<file path="config.mk">
export PLATFORM = sky130hd
export DESIGN_NAME = feeder_prot_ctrl
export DESIGN_NICKNAME = d
export VERILOG_FILES = /design/src/design/prot_ctrl_pkg.sv /design/src/design/input_sync.sv /design/src/design/stage_timer.sv /design/src/design/feeder_prot_ctrl.sv
export SDC_FILE = /design/constraint.sdc
export NUM_CORES = 1
export LEC_CHECK = 0
export BUFFER_PORTS_ARGS = -buffer_cell sky130_fd_sc_hd__buf_4
export CAP_MARGIN = 20
export CORE_AREA = 3 3 247 201
export CTS_BUF_LIST = sky130_fd_sc_hd__clkbuf_16
export DETAILED_ROUTE_END_ITERATION = 8
export DIE_AREA = 0 0 250 204
export PLACE_DENSITY = 0.63
export SKIP_CTS_REPAIR_TIMING = 1
export SYNTH_ARGS = -nofsm -noshare
export SYNTH_HDL_FRONTEND = slang
export SYNTH_SLANG_ARGS = --single-unit
</file>
<file path="constraint.sdc">
create_clock -name clk -period 6.29 [get_ports clk]
set_input_delay 0.3145 -clock clk [delete_from_list [all_inputs] [get_ports clk]]
set_output_delay 0.3145 -clock clk [all_outputs]
set_load 0.05 [all_outputs]
</file>
<file path="src/design/prot_ctrl_pkg.sv">
// Purpose: shared constants and types of the feeder protection and control logic
// Assumes: 50 MHz system clock; currents arrive as unsigned magnitudes on that clock
// Notes: timing counts are derived from the clock rate, never written as bare figures
package prot_ctrl_pkg;

  ////////////////////////////////////////////////////////////////////////////////
  // clock and timing
  localparam int CLK_HZ = 50_000_000;
  localparam int TICK_US = 1000; // protection timers count in 1 ms steps
  localparam int TICK_CYCLES = (CLK_HZ / 1_000_000) * TICK_US;
  localparam int PULSE_TICKS = 200; // open/close pulse length in ticks
  localparam int TICK_W = 16;
  localparam int PULSE_W = 16;

  ////////////////////////////////////////////////////////////////////////////////
  // widths
  localparam int CUR_W = 12;
  localparam int TIME_W = 16;
  localparam int ACC_W = 28;
  localparam int INV_SCALE = 64; // inverse curve: excess current x ms per set unit
  localparam int NUM_STAGES = 4;
  localparam int NUM_GEN = 10;
  localparam int NUM_EXT = 6;
  localparam int NUM_OBJ = 3;
  localparam int NUM_SIG = 4;
  localparam int ILK_W = 16;
  localparam int SYNC_W = 16;

  ////////////////////////////////////////////////////////////////////////////////
  // stage indices and characteristics
  localparam int STG_OC_LOW = 0;
  localparam int STG_OC_HIGH = 1;
  localparam int STG_EF_LOW = 2;
  localparam int STG_EF_HIGH = 3;

  typedef enum logic [1:0] {
    CHAR_DEFINITE = 2'h0,
    CHAR_INVERSE = 2'h1,
    CHAR_INSTANT = 2'h2
  } char_t;

  ////////////////////////////////////////////////////////////////////////////////
  // default interlocking schemes over {general[9:0], closed[2:0], open[2:0]}
  // scheme 0: free; 1: close needs object 2 closed; 2: also object 3 open;
  // 3: open and close need object 3 (earthing) open
  localparam logic [15:0] DEF_OPEN_MASK [0:3] = '{16'h0000, 16'h0000, 16'h0000, 16'h0004};
  localparam logic [15:0] DEF_OPEN_VAL [0:3] = '{16'h0000, 16'h0000, 16'h0000, 16'h0004};
  localparam logic [15:0] DEF_CLOSE_MASK [0:3] = '{16'h0000, 16'h0010, 16'h0014, 16'h0004};
  localparam logic [15:0] DEF_CLOSE_VAL [0:3] = '{16'h0000, 16'h0010, 16'h0014, 16'h0004};

  ////////////////////////////////////////////////////////////////////////////////
  // reset values
  localparam logic [15:0] LED_RST = 16'h0000;
  localparam logic [3:0] SIG_RST = 4'h0;

endpackage : prot_ctrl_pkg

</file>
<file path="src/design/input_sync.sv">
// Purpose: two flip-flop synchroniser for pin inputs
// Assumes: inputs are slow contacts, any glitch filtering is done downstream
// Notes: the first stage is read only by the second stage
`timescale 1ns/100ps
module input_sync #(
  parameter int N = 16
) (
  input wire logic clk,
  input wire logic rst,
  input wire logic [N-1:0] raw,
  output logic [N-1:0] sync
);

  logic [N-1:0] meta_ff;

  // two-stage capture against metastability
  always_ff @(posedge clk or posedge rst) begin
    if (rst) begin
      meta_ff <= '0;
      sync <= '0;
    end else begin
      meta_ff <= raw;
      sync <= meta_ff;
    end
  end

endmodule : input_sync

</file>
<file path="src/design/stage_timer.sv">
// Purpose: one protection stage: start comparison, operate timer, trip
// Assumes: tick is a one-cycle pulse every millisecond
// Notes: inverse mode integrates the excess current, so larger faults trip sooner
`timescale 1ns/100ps
module stage_timer #(
  parameter int CUR_W = prot_ctrl_pkg::CUR_W,
  parameter int TIME_W = prot_ctrl_pkg::TIME_W,
  parameter int ACC_W = prot_ctrl_pkg::ACC_W
) (
  input wire logic clk,
  input wire logic rst,
  input wire logic tick,
  input wire logic [CUR_W-1:0] level,
  input wire logic [CUR_W-1:0] start_set,
  input wire logic [TIME_W-1:0] time_set,
  input wire prot_ctrl_pkg::char_t mode,
  input wire logic block,
  output logic start_o,
  output logic trip_o
);

  logic started;
  logic [ACC_W-1:0] acc_ff;
  logic [ACC_W-1:0] thr;

  assign started = !block && (level > start_set);
  assign thr = (mode == prot_ctrl_pkg::CHAR_INVERSE) ?
               ACC_W'(time_set) * ACC_W'(prot_ctrl_pkg::INV_SCALE) : ACC_W'(time_set);

  // definite or inverse accumulation; saturates instead of wrapping
  always_ff @(posedge clk or posedge rst) begin
    if (rst) begin
      acc_ff <= '0;
    end else if (!started) begin
      acc_ff <= '0;
    end else if (tick && acc_ff < thr) begin
      if (mode == prot_ctrl_pkg::CHAR_INVERSE) begin
        acc_ff <= acc_ff + ACC_W'(level - start_set);
      end else begin
        acc_ff <= acc_ff + ACC_W'(1);
      end
    end
  end

  always_ff @(posedge clk or posedge rst) begin
    if (rst) begin
      start_o <= 1'b0;
      trip_o <= 1'b0;
    end else begin
      start_o <= started;
      trip_o <= started && (mode == prot_ctrl_pkg::CHAR_INSTANT || acc_ff >= thr);
    end
  end

  chk_start_on_exceed: assert property (@(posedge clk) disable iff (rst)
    started |=> start_o) else $error("stage did not start on exceed");
  chk_trip_needs_start: assert property (@(posedge clk) disable iff (rst)
    trip_o |-> start_o) else $error("trip without start");
  chk_instant_trip: assert property (@(posedge clk) disable iff (rst)
    started && mode == prot_ctrl_pkg::CHAR_INSTANT |=> trip_o)
    else $error("instant stage did not trip");
  chk_definite_wait: assert property (@(posedge clk) disable iff (rst)
    mode == prot_ctrl_pkg::CHAR_DEFINITE && acc_ff < thr |=> !trip_o)
    else $error("definite stage tripped early");
  cov_stage_trip: cover property (@(posedge clk) disable iff (rst) $rose(trip_o));

endmodule : stage_timer

</file>
<file path="src/design/feeder_prot_ctrl.sv">
// Purpose: protection decision, contact routing and switching control of a feeder terminal
// Assumes: currents and remote commands come from logic on clk; contacts are pins
// Notes: open outputs have priority over close; protection trips skip interlocking
`timescale 1ns/100ps
module feeder_prot_ctrl #(
  parameter int TICK_CYCLES = prot_ctrl_pkg::TICK_CYCLES,
  parameter int PULSE_TICKS = prot_ctrl_pkg::PULSE_TICKS
) (
  input wire logic clk,
  input wire logic rst,
  input wire logic [prot_ctrl_pkg::CUR_W-1:0] phase_i_a,
  input wire logic [prot_ctrl_pkg::CUR_W-1:0] phase_i_b,
  input wire logic [prot_ctrl_pkg::CUR_W-1:0] phase_i_c,
  input wire logic [prot_ctrl_pkg::CUR_W-1:0] resid_i,
  input wire logic [2:0] phase_enable,
  input wire logic [4*prot_ctrl_pkg::CUR_W-1:0] stage_start_set,
  input wire logic [4*prot_ctrl_pkg::TIME_W-1:0] stage_time_set,
  input wire prot_ctrl_pkg::char_t oc_low_char,
  input wire logic oc_high_instant,
  input wire prot_ctrl_pkg::char_t ef_low_char,
  input wire logic ext_ctrl_pin,
  input wire logic [3:0] ext_block_sel,
  input wire logic ext_trip_sel,
  input wire logic [2:0] status_open_pin,
  input wire logic [2:0] status_closed_pin,
  input wire logic [5:0] general_pin,
  input wire logic [9:0] gen_active_high,
  input wire logic [11:0] led_sel,
  input wire logic local_open_btn,
  input wire logic local_close_btn,
  input wire logic remote_key,
  input wire logic remote_open_cmd,
  input wire logic remote_close_cmd,
  input wire logic [1:0] ilk_scheme,
  input wire logic ilk_user_en,
  input wire logic [15:0] ilk_open_mask,
  input wire logic [15:0] ilk_open_val,
  input wire logic [15:0] ilk_close_mask,
  input wire logic [15:0] ilk_close_val,
  input wire logic [9:0] gen_open_sel,
  input wire logic [9:0] gen_close_sel,
  input wire logic [31:0] sig_prot_map,
  input wire logic [39:0] sig_gen_map,
  input wire logic dctl_en,
  input wire logic dctl_key_remote,
  input wire logic [15:0] dctl_open_mask,
  input wire logic [15:0] dctl_open_val,
  input wire logic [15:0] dctl_close_mask,
  input wire logic [15:0] dctl_close_val,
  input wire logic [15:0] dctl_sig_mask,
  input wire logic [15:0] dctl_sig_val,
  input wire logic [3:0] dctl_sig_en,
  input wire logic double_pole,
  input wire logic self_fault,
  output logic [3:0] stage_start,
  output logic [3:0] stage_trip,
  output logic brk_open_pos,
  output logic brk_open_neg,
  output logic brk_close_pos,
  output logic brk_close_neg,
  output logic [3:0] signal_out,
  output logic internal_failure_output,
  output logic [15:0] led_matrix,
  output logic [5:0] input_led,
  output logic cmd_cancel
);

  localparam int CW = prot_ctrl_pkg::CUR_W;
  localparam int TW = prot_ctrl_pkg::TIME_W;

  ////////////////////////////////////////////////////////////////////////////////
  // pin synchronisers and millisecond tick

  logic [prot_ctrl_pkg::SYNC_W-1:0] pin_sync;
  logic ext_act;
  logic [2:0] st_open;
  logic [2:0] st_closed;
  logic [5:0] ext_in;
  logic btn_open;
  logic btn_close;
  logic key_remote;
  logic [prot_ctrl_pkg::TICK_W-1:0] tick_cnt_ff;
  logic tick_ff;

  input_sync #(.N(prot_ctrl_pkg::SYNC_W)) u_sync (
    .clk(clk),
    .rst(rst),
    .raw({ext_ctrl_pin, status_open_pin, status_closed_pin, general_pin,
          local_open_btn, local_close_btn, remote_key}),
    .sync(pin_sync)
  );

  assign {ext_act, st_open, st_closed, ext_in, btn_open, btn_close, key_remote} = pin_sync;

  // divider: one-cycle enable every millisecond
  always_ff @(posedge clk or posedge rst) begin
    if (rst) begin
      tick_cnt_ff <= '0;
      tick_ff <= 1'b0;
    end else if (tick_cnt_ff == prot_ctrl_pkg::TICK_W'(TICK_CYCLES - 1)) begin
      tick_cnt_ff <= '0;
      tick_ff <= 1'b1;
    end else begin
      tick_cnt_ff <= tick_cnt_ff + prot_ctrl_pkg::TICK_W'(1);
      tick_ff <= 1'b0;
    end
  end

  ////////////////////////////////////////////////////////////////////////////////
  // protection stages

  logic [CW-1:0] pa;
  logic [CW-1:0] pb;
  logic [CW-1:0] pc;
  logic [CW-1:0] phase_max;
  logic [CW-1:0] stg_level [4];
  prot_ctrl_pkg::char_t stg_mode [4];
  logic ext_force_trip;
  logic trip_any;

  assign pa = phase_enable[0] ? phase_i_a : '0;
  assign pb = phase_enable[1] ? phase_i_b : '0;
  assign pc = phase_enable[2] ? phase_i_c : '0;
  assign phase_max = (pa > pb) ? ((pa > pc) ? pa : pc) : ((pb > pc) ? pb : pc);

  // residual current feeds both earth stages
  assign stg_level[prot_ctrl_pkg::STG_OC_LOW] = phase_max;
  assign stg_level[prot_ctrl_pkg::STG_OC_HIGH] = phase_max;
  assign stg_level[prot_ctrl_pkg::STG_EF_LOW] = resid_i;
  assign stg_level[prot_ctrl_pkg::STG_EF_HIGH] = resid_i;
  assign stg_mode[prot_ctrl_pkg::STG_OC_LOW] = oc_low_char;
  assign stg_mode[prot_ctrl_pkg::STG_OC_HIGH] = oc_high_instant ?
         prot_ctrl_pkg::CHAR_INSTANT : prot_ctrl_pkg::CHAR_DEFINITE;
  assign stg_mode[prot_ctrl_pkg::STG_EF_LOW] = (ef_low_char == prot_ctrl_pkg::CHAR_INVERSE) ?
         prot_ctrl_pkg::CHAR_INVERSE : prot_ctrl_pkg::CHAR_DEFINITE;
  assign stg_mode[prot_ctrl_pkg::STG_EF_HIGH] = prot_ctrl_pkg::CHAR_DEFINITE;

  for (genvar s = 0; s < prot_ctrl_pkg::NUM_STAGES; s++) begin : g_stage
    stage_timer u_stage (
      .clk(clk),
      .rst(rst),
      .tick(tick_ff),
      .level(stg_level[s]),
      .start_set(stage_start_set[s*CW +: CW]),
      .time_set(stage_time_set[s*TW +: TW]),
      .mode(stg_mode[s]),
      .block(ext_act && ext_block_sel[s]),
      .start_o(stage_start[s]),
      .trip_o(stage_trip[s])
    );
  end

  // forced trip; trips never pass interlocking
  assign ext_force_trip = ext_act && ext_trip_sel;
  assign trip_any = (|stage_trip) || ext_force_trip;

  ////////////////////////////////////////////////////////////////////////////////
  // general inputs, indicators and interlock vector

  logic [9:0] gen_raw;
  logic [9:0] gen_act;
  logic [9:0] gen_prev_ff;
  logic [15:0] ilk_vec;

  // channels: six pins, then oc start/trip and ef start/trip
  assign gen_raw = {stage_trip[2] | stage_trip[3], stage_start[2] | stage_start[3],
                    stage_trip[0] | stage_trip[1], stage_start[0] | stage_start[1], ext_in};
  assign gen_act = gen_raw ^ ~gen_active_high;
  assign ilk_vec = {gen_act, st_closed, st_open};

  always_ff @(posedge clk or posedge rst) begin
    if (rst) begin
      input_led <= '0;
      gen_prev_ff <= '0;
    end else begin
      input_led <= gen_act[5:0];
      gen_prev_ff <= gen_act;
    end
  end

  // each lit position shows its object closed
  always_ff @(posedge clk or posedge rst) begin
    if (rst) begin
      led_matrix <= prot_ctrl_pkg::LED_RST;
    end else begin
      for (int i = 0; i < 16; i++) begin
        led_matrix[i] <= (led_sel[3:0] == 4'(i) && st_closed[0]) ||
                         (led_sel[7:4] == 4'(i) && st_closed[1]) ||
                         (led_sel[11:8] == 4'(i) && st_closed[2]);
      end
    end
  end

  ////////////////////////////////////////////////////////////////////////////////
  // command sources

  logic btn_prev_open_ff;
  logic btn_prev_close_ff;
  logic [2:0] dctl_prev_ff;
  logic dctl_key_ok;
  logic dctl_open_c;
  logic dctl_close_c;
  logic dctl_sig_c;
  logic req_open;
  logic req_close;

  // direct program conditions, gated by the key switch
  assign dctl_key_ok = dctl_en && (key_remote == dctl_key_remote);
  assign dctl_open_c = dctl_key_ok && ((ilk_vec & dctl_open_mask) == (dctl_open_val & dctl_open_mask));
  assign dctl_close_c = dctl_key_ok &&
                        ((ilk_vec & dctl_close_mask) == (dctl_close_val & dctl_close_mask));
  assign dctl_sig_c = dctl_key_ok && ((ilk_vec & dctl_sig_mask) == (dctl_sig_val & dctl_sig_mask));

  // edge memories; a held button or condition gives one command only
  always_ff @(posedge clk or posedge rst) begin
    if (rst) begin
      btn_prev_open_ff <= 1'b0;
      btn_prev_close_ff <= 1'b0;
      dctl_prev_ff <= '0;
    end else begin
      btn_prev_open_ff <= btn_open;
      btn_prev_close_ff <= btn_close;
      dctl_prev_ff <= {dctl_sig_c, dctl_close_c, dctl_open_c};
    end
  end

  // local buttons in local, serial commands in remote; input edges
  assign req_open = (!key_remote && btn_open && !btn_prev_open_ff) ||
                    (key_remote && remote_open_cmd) ||
                    |(gen_act & ~gen_prev_ff & gen_open_sel) ||
                    (dctl_open_c && !dctl_prev_ff[0]);
  assign req_close = (!key_remote && btn_close && !btn_prev_close_ff) ||
                     (key_remote && remote_close_cmd) ||
                     |(gen_act & ~gen_prev_ff & gen_close_sel) ||
                     (dctl_close_c && !dctl_prev_ff[1]);

  ////////////////////////////////////////////////////////////////////////////////
  // interlocking and output pulse sequencer

  typedef enum logic [3:0] {
    S_IDLE = 4'b0001,
    S_CHECK = 4'b0010,
    S_OPEN = 4'b0100,
    S_CLOSE = 4'b1000
  } ctrl_state_t;

  ctrl_state_t state_ff;
  logic dir_open_ff;
  logic [prot_ctrl_pkg::PULSE_W-1:0] pulse_cnt_ff;
  logic permit_open;
  logic permit_close;
  logic permit;

  // default scheme unless a user program is loaded
  assign permit_open = ilk_user_en ?
         ((ilk_vec & ilk_open_mask) == (ilk_open_val & ilk_open_mask)) :
         ((ilk_vec & prot_ctrl_pkg::DEF_OPEN_MASK[ilk_scheme]) ==
          prot_ctrl_pkg::DEF_OPEN_VAL[ilk_scheme]);
  assign permit_close = ilk_user_en ?
         ((ilk_vec & ilk_close_mask) == (ilk_close_val & ilk_close_mask)) :
         ((ilk_vec & prot_ctrl_pkg::DEF_CLOSE_MASK[ilk_scheme]) ==
          prot_ctrl_pkg::DEF_CLOSE_VAL[ilk_scheme]);
  assign permit = dir_open_ff ? permit_open : permit_close;

  // check, then execute or cancel; busy states drop new requests
  always_ff @(posedge clk or posedge rst) begin
    if (rst) begin
      state_ff <= S_IDLE;
      dir_open_ff <= 1'b0;
      pulse_cnt_ff <= '0;
      cmd_cancel <= 1'b0;
    end else begin
      cmd_cancel <= 1'b0;
      unique case (state_ff)
        S_IDLE: begin
          if (req_open || req_close) begin
            dir_open_ff <= req_open; // open wins a tie, it is the safe direction
            state_ff <= S_CHECK;
          end
        end
        S_CHECK: begin
          pulse_cnt_ff <= '0;
          if (!permit) begin
            cmd_cancel <= 1'b1;
            state_ff <= S_IDLE;
          end else begin
            state_ff <= dir_open_ff ? S_OPEN : S_CLOSE;
          end
        end
        S_OPEN, S_CLOSE: begin
          if (tick_ff) begin
            if (pulse_cnt_ff == prot_ctrl_pkg::PULSE_W'(PULSE_TICKS - 1)) begin
              state_ff <= S_IDLE;
            end else begin
              pulse_cnt_ff <= pulse_cnt_ff + prot_ctrl_pkg::PULSE_W'(1);
            end
          end
        end
      endcase
    end
  end

  ////////////////////////////////////////////////////////////////////////////////
  // breaker and signalling contacts

  logic open_drive;
  logic close_drive;
  logic [3:0] sig_next;

  // any trip opens; close is suppressed while opening
  assign open_drive = trip_any || (state_ff == S_OPEN);
  assign close_drive = (state_ff == S_CLOSE) && !trip_any;

  // start and trip routing; four outputs; direct program
  for (genvar k = 0; k < prot_ctrl_pkg::NUM_SIG; k++) begin : g_sig
    assign sig_next[k] = |({stage_trip, stage_start} & sig_prot_map[k*8 +: 8]) ||
                         |(gen_act & sig_gen_map[k*10 +: 10]) ||
                         (dctl_sig_en[k] && dctl_sig_c);
  end

  // second pole only switched in double-pole wiring
  always_ff @(posedge clk or posedge rst) begin
    if (rst) begin
      brk_open_pos <= 1'b0;
      brk_open_neg <= 1'b0;
      brk_close_pos <= 1'b0;
      brk_close_neg <= 1'b0;
    end else begin
      brk_open_pos <= open_drive;
      brk_open_neg <= open_drive && double_pole;
      brk_close_pos <= close_drive;
      brk_close_neg <= close_drive && double_pole;
    end
  end

  // signals stay as long as their sources; failure output
  always_ff @(posedge clk or posedge rst) begin
    if (rst) begin
      signal_out <= prot_ctrl_pkg::SIG_RST;
      internal_failure_output <= 1'b0;
    end else begin
      signal_out <= sig_next;
      internal_failure_output <= self_fault;
    end
  end

  ////////////////////////////////////////////////////////////////////////////////
  // checks

  chk_trip_opens_breaker: assert property (@(posedge clk) disable iff (rst)
    trip_any |=> brk_open_pos && !brk_close_pos) else $error("trip did not open breaker");
  chk_single_pole_idle: assert property (@(posedge clk) disable iff (rst)
    !double_pole |=> !brk_open_neg && !brk_close_neg) else $error("second pole driven");
  chk_ext_force_trip: assert property (@(posedge clk) disable iff (rst)
    ext_force_trip |=> brk_open_pos) else $error("forced trip missing");
  chk_cancel_on_deny: assert property (@(posedge clk) disable iff (rst)
    state_ff == S_CHECK && !permit |=> cmd_cancel && state_ff == S_IDLE)
    else $error("denied command not cancelled");
  chk_execute_on_permit: assert property (@(posedge clk) disable iff (rst)
    state_ff == S_CHECK && permit |=> state_ff inside {S_OPEN, S_CLOSE})
    else $error("permitted command not executed");
  chk_busy_ignores: assert property (@(posedge clk) disable iff (rst)
    state_ff inside {S_OPEN, S_CLOSE} && !tick_ff |=> $stable(state_ff) && $stable(dir_open_ff))
    else $error("request disturbed running pulse");
  chk_pulse_ends: assert property (@(posedge clk) disable iff (rst)
    state_ff == S_CLOSE && tick_ff && pulse_cnt_ff == prot_ctrl_pkg::PULSE_W'(PULSE_TICKS - 1)
    |=> state_ff == S_IDLE ##1 !brk_close_pos) else $error("pulse did not end");
  chk_input_led: assert property (@(posedge clk) disable iff (rst)
    1'b1 |=> input_led == $past(gen_act[5:0])) else $error("indicator mismatch");
  chk_signal_level: assert property (@(posedge clk) disable iff (rst)
    |(gen_act & sig_gen_map[9:0]) |=> signal_out[0]) else $error("signal dropped");

  cov_open_pulse: cover property (@(posedge clk) disable iff (rst) $rose(brk_open_pos));
  cov_close_pulse: cover property (@(posedge clk) disable iff (rst) $rose(brk_close_pos));
  cov_cancel: cover property (@(posedge clk) disable iff (rst) cmd_cancel);

endmodule : feeder_prot_ctrl

</file>
== After elaboration in Yosys (flattened, before gate mapping) ==
Index checks and enable logic that the tools add are counted.
Word-level totals
  logic and storage cells: 374
  input bits: 478
  register bits after elaboration: 236
  output and inout port bits: 40
Cells by class
  bitwise operators: 31
  multiplexer cells: 44
  order comparisons: 16
  equal/unequal tests: 74
  add/sub/neg operators: 12
  reduce and logical (&&, ||, !) cells: 165
Operators with widths (number)
  28-bit 2-to-1 mux: 11
  16-bit bitwise AND: 12
  28-bit by 1-bit adder with 28-bit output (second input constant): 4
  16-bit == test: 7
  16-bit 2-to-1 mux: 7
  4-bit == test (second input constant): 25
  28-bit adder: 3
  28-bit greater-or-equal comparator: 3
  12-bit greater-than comparator: 7
  1-bit logical AND: 84
  28-bit < comparator: 3
  12-bit 2-to-1 mux: 6
  10-bit bitwise AND: 7
  22-bit 2-to-1 mux: 3
  16-bit binary-select mux with 2-bit select: 2
  10-bit OR reduction: 6
  4-bit by 3-bit == test with 1-bit output (second input constant): 13
  1-bit logical OR: 52
  12-bit by 12-bit subtractor with 13-bit output: 3
  16-bit by 1-bit adder with 16-bit output (second input constant): 2
  8-bit bitwise AND: 4
  16-bit one-hot mux with 2 select lines: 1
  8-bit OR reduction: 4
  4-bit by 2-bit == test with 1-bit output (second input constant): 7
  other kinds (27): 66

== Depth between registers and ports, before layout ==
  word-level depth: 10
  gate-level depth with buffers: 33
  depth with buffers taken out: 30

== Hierarchy ==
From an unflattened synthesis, not the netlist that was laid out.
Unflattened totals
  cell total of the unflattened synthesis: 2691
  area, all modules: 23143.4 µm²
By module, submodules not included
  stage_timer at g_stage[2].u_stage ...: cells each 475, times used 2, area each 3932.5 µm², seq. area each 750.7 µm²
  feeder_prot_ctrl: cells each 774, times used 1, area each 6786.5 µm², seq. area each 1953.1 µm²
  stage_timer at g_stage[1].u_stage: cells each 460, times used 1, area each 3861.2 µm², seq. area each 750.7 µm²
  stage_timer at g_stage[0].u_stage: cells each 474, times used 1, area each 3826.2 µm², seq. area each 750.7 µm²
  input_sync: cells each 33, times used 1, area each 804.5 µm², seq. area each 800.8 µm²

== Least setup slack after synthesis ==
OpenSTA, ideal clock, no wires.
  path kind: input -> register
  start point: input phase_enable[1]
  end point: register g_stage[0].u_stage.acc_ff[27]
  arrival: 6.798 ns
  slack: -0.577 ns
  library setup time: 0.069 ns
  required time: 6.221 ns
  path buffers: 3
  stages: 28
  path through: clkbuf_1 > clkbuf_1 > nand2_1 > ha_1 > nor2b_1 > o21a_1 > o21a_1 > o21a_1 > o31ai_1 > a21oi_1 > o21a_1 > clkbuf_1 > a221oi_1 > ha_1 > a21o_1 > a21o_1 > a211oi_1 > o2111ai_1 > inv_1 > ha_1 > a21o_1 > a21oi_1 > nor2b_1 > o41a_1 > o311ai_1 > a21oi_1 > or4_1 > nand3_1
On the way
  cells in the longest elaborated chain, start to end: 9
  elaborated cells between the ends (all ways): 13
  classes of those cells: add/sub (2); order compare (3); eq/ne (1); mux (6); reduce/logical (1)
Ends and longest elaborated chain
  from (decl): RTL line feeder_prot_ctrl.sv:15  | input wire logic [2:0] phase_enable,
  12-bit 2-to-1 mux *: RTL line feeder_prot_ctrl.sv:122  | assign pb = phase_enable[1] ? phase_i_b : '0;
  12-bit greater-than comparator: RTL line feeder_prot_ctrl.sv:124  | assign phase_max = (pa > pb) ? ((pa > pc) ? pa : pc) : ((pb > pc) ? pb : pc);
  12-bit 2-to-1 mux: RTL line feeder_prot_ctrl.sv:124
  12-bit 2-to-1 mux *: RTL line feeder_prot_ctrl.sv:124
  12-bit by 12-bit subtractor with 13-bit output: RTL line stage_timer.sv:38  | acc_ff <= acc_ff + ACC_W'(level - start_set);
  28-bit adder: RTL line stage_timer.sv:38
  28-bit 2-to-1 mux: RTL line stage_timer.sv:37  | if (mode == prot_ctrl_pkg::CHAR_INVERSE) begin
  28-bit 2-to-1 mux: RTL line stage_timer.sv:36  | end else if (tick && acc_ff < thr) begin
  28-bit 2-to-1 mux: RTL line stage_timer.sv:34  | end else if (!started) begin
  to (signal assigned): RTL line stage_timer.sv:38
  to (signal assigned): RTL line stage_timer.sv:40  | acc_ff <= acc_ff + ACC_W'(1);
  to (decl): RTL line stage_timer.sv:23  | logic [ACC_W-1:0] acc_ff;
Every way passes the cells marked *; elsewhere a longest branch is shown, timed or not. The select of a mux whose other input is x is not followed.
A chain may end at the register's enable or synchronous reset.

== Worst setup path after layout ==
  start point: input phase_enable[0]
  end point: register g_stage[0].u_stage.acc_ff[23]
On the way
  cells in the longest elaborated chain, start to end: 9
  elaborated cells between the ends (all ways): 13
  classes of those cells: add/sub (2); order compare (3); eq/ne (1); mux (6); reduce/logical (1)
Ends and longest elaborated chain
  12-bit 2-to-1 mux *: RTL line feeder_prot_ctrl.sv:121  | assign pa = phase_enable[0] ? phase_i_a : '0;
  12-bit greater-than comparator: RTL line feeder_prot_ctrl.sv:124
  12-bit 2-to-1 mux: RTL line feeder_prot_ctrl.sv:124
  12-bit 2-to-1 mux *: RTL line feeder_prot_ctrl.sv:124
  12-bit by 12-bit subtractor with 13-bit output: RTL line stage_timer.sv:38
  28-bit adder: RTL line stage_timer.sv:38
  28-bit 2-to-1 mux: RTL line stage_timer.sv:37
  28-bit 2-to-1 mux: RTL line stage_timer.sv:36
  28-bit 2-to-1 mux: RTL line stage_timer.sv:34
Marks and branches as above.

==> results.cfg <==
[global_route]
overflow = 0
grt_pass1_vias = 19060
grt_antenna_before_repair = 8
grt_pass1_wl_um = 106000
grt_max_degree = 134
grt_usage_pct = 26.0

[cells_and_area]
instances_no_fill = 3432
area_growth_pct = 33.6
final_layout_size_suffix_gt1_share_pct = 24.6
fin_util_pct = 53.6
finalNetCount = 3486
num_antenna_cells = 0

[synthesis]
synth_top_area_cell = dfrtp_1
synth_seq_area_share_pct = 30.6
yosysWarnings = 0
synth_nets = 2898
synth_top_area_share_pct = 30.4
synth_edf_count = 0
synth.top_cells.by_area = dfrtp_1 30%, ha_1 14%, nand2_1 4.5%
synth.most_common_cell = dfrtp_1
dominantRegCellSynth = dfrtp_1
avgSynthCellArea_um2 = 8.55
synth_cells = 2203
ys_types = 80
synth_commonest_cells = 229 x dfrtp_1, 225 x nand2_1, 213 x ha_1, 161 x a21oi_1, 157 x inv_1
synth-async-reset-ratio_pct = 100
synth-seq-cells = 230
syn_area_um2 = 18800

[setup_path]
r2r_slack_ns = 2.81
cpMostUsedCell = ha_1
path_buf_inv = 2
critPathKind = input pin to register
required_ns = 6.70
r2r-start = g_stage[0].u_stage.acc_ff[17]
path_max_fanout = 9
slowest_stage = ha_1
cpPeakStageDelay_ns = 0.40
worst_ep_arrival_time_ns = 6.32
worstSetupStartpoint = phase_enable[0]
cp-end-kind = register
critPathLaunchType = input pin
path_delay_family = compound AO/OA/AOI/OAI gates

[clock_network]
clk_pin_slew_worst_paths_ns = 0.06
cts.sinks = 230
worstSkewPairLatency_ns = 0.56
cts_tree = done
cts_buffer_depth = 3
htree_levels = 1
cts_buffers = 27
cts-root-buf = clkbuf_16

[placed_design]
hpwlAfterDp_um = 57200
numPortBuffers = 517
pre_cts_slack_ns = -0.355
gp_congestion = 1.00
dp.cells = 3362

[detailed_routing]
wl_per_cell_um = 20.3
vias = 19002
drc = 0
ant_nets = 0
drt_iter0_drc = 1406
drt_wl_total_um = 69500
via_per_inst = 5.54
dr.pass1.iters = 6

[sta]
setup_viol = 0
slew_violations = 0
period_share_pct = 94.0
max_freq_mhz = 169
tightest_slew_ns = 1.15
fin_setup_tns_ns = 0
period_needed_ns = 5.91
rsz0062_at_grt = yes
fin_ws_ns = 0.376
slew_headroom_pct = 23.4
skew_ns = 0.0290
hold_slack_ns = 0.0178
finalHoldViolations = 0

[worst_hold_path]
hold_path.class = input pin to register
holdCritStartpoint = dctl_sig_en[0]

[floorplan]
fp.dieW_um = 250
start_util_pct = 40.1
pin_count = 518
fp.dieArea_um2 = 51000
rows = 71
die_h_um = 204
coreArea_um2 = 47000

[job]
maxCapViolCount = 0

[power]
power.leakage_nw = 12.7
irDropWorstVdd_uv = 199
power_density_nw_per_um2 = 198

[status]
status = complete, no violations
[per-layer routing]
metal  vias to the layer above  GRT usage, %  routed length (µm)
met5                         -             0                  40
met4                         6          5.62                1610
met3                        95          3.54                3600
met2                       618          46.0               33800
met1                      9085          33.9               30500
li1                       9198             -                   -
[cell type report]
type	instances	area [µm²]
Tap cell	620	776
Clock inverter	23	283
Sequential cell	230	5760
Clock buffer	27	676
Timing Repair Buffer	624	4780
Multi-Input combinational cell	1751	12300
Inverter	157	593
Fill cell	4399	21800
[metrics by stage]
| step | area (µm²) | power (mW) |
|---|---|---|
| 5_1_grt | 25200 | 5.26 |
| 6_report | 25200 | 4.98 |
| 3_3_place_gp | 23900 | 3.25 |
| 3_5_place_dp | 23900 | 3.28 |
| 2_1_floorplan | 18900 | 2.56 |
| 4_1_cts | 24900 | 5.00 |
[kinds of logic (layout without fill, tap and decap cells)]
family                     after synthesis  in the layout  synth area share (%)
muxes                                   28             28                  1.49
buffers and inverters                  222            831                  4.75
AOI/OAI and AO/OA                      575            575                  20.5
DFF                                    230            230                  30.6
adders and majority gates              218            218                  14.6
and+or+nand+nor                        766            766                  20.2
xor gates and xnor gates               164            164                  7.84
[worst min-delay path, stage by stage]
cell     delay [ns]
buf_4          0.11
inv_1          0.04
o21ai_0        0.07
[cells in the final DEF, fill, tap and decap left out, types with 78 or more instances in the layout]
cell type	instances
buf_4	602
a21oi_1	158
nand2_1	225
ha_1	213
o21ai_0	84
dfrtp_1	229
nor2_1	143
inv_1	157
xnor2_1	91
nand3_1	78
[path summary, 6_finish.rpt]
kind,to,cells past startpoint
min in group asynchronous,u_sync.meta_ff[14],3
setup reg to reg,g_stage[0].u_stage.acc_ff[26],9
hold / removal,signal_out[0],3
max in group asynchronous,brk_open_pos,4
hold reg to reg,u_sync.sync[5],0
setup / recovery,g_stage[0].u_stage.acc_ff[23],31
[power by group]
group / switching (mW) / total, mW / internal (mW)
Combinational: 0.929 / 1.68 / 0.752
Clock: 0.672 / 1.70 / 1.03
Sequential: 0.0631 / 1.60 / 1.54
Total: 1.66 / 4.98 / 3.32
[registers in the layout, summed over array words and instances, names as in the netlist, 4 cells and up]
register / count
g_stage.u_stage.trip_o: 4
gen_prev_ff: 10
u_sync.sync: 16
led_matrix: 16
g_stage.u_stage.acc_ff: 112
pulse_cnt_ff: 16
g_stage.u_stage.start_o: 4
state_ff: 4
tick_cnt_ff: 16
u_sync.meta_ff: 16
signal_out: 4
No activity file was read; power rests on OpenSTA's default activity.
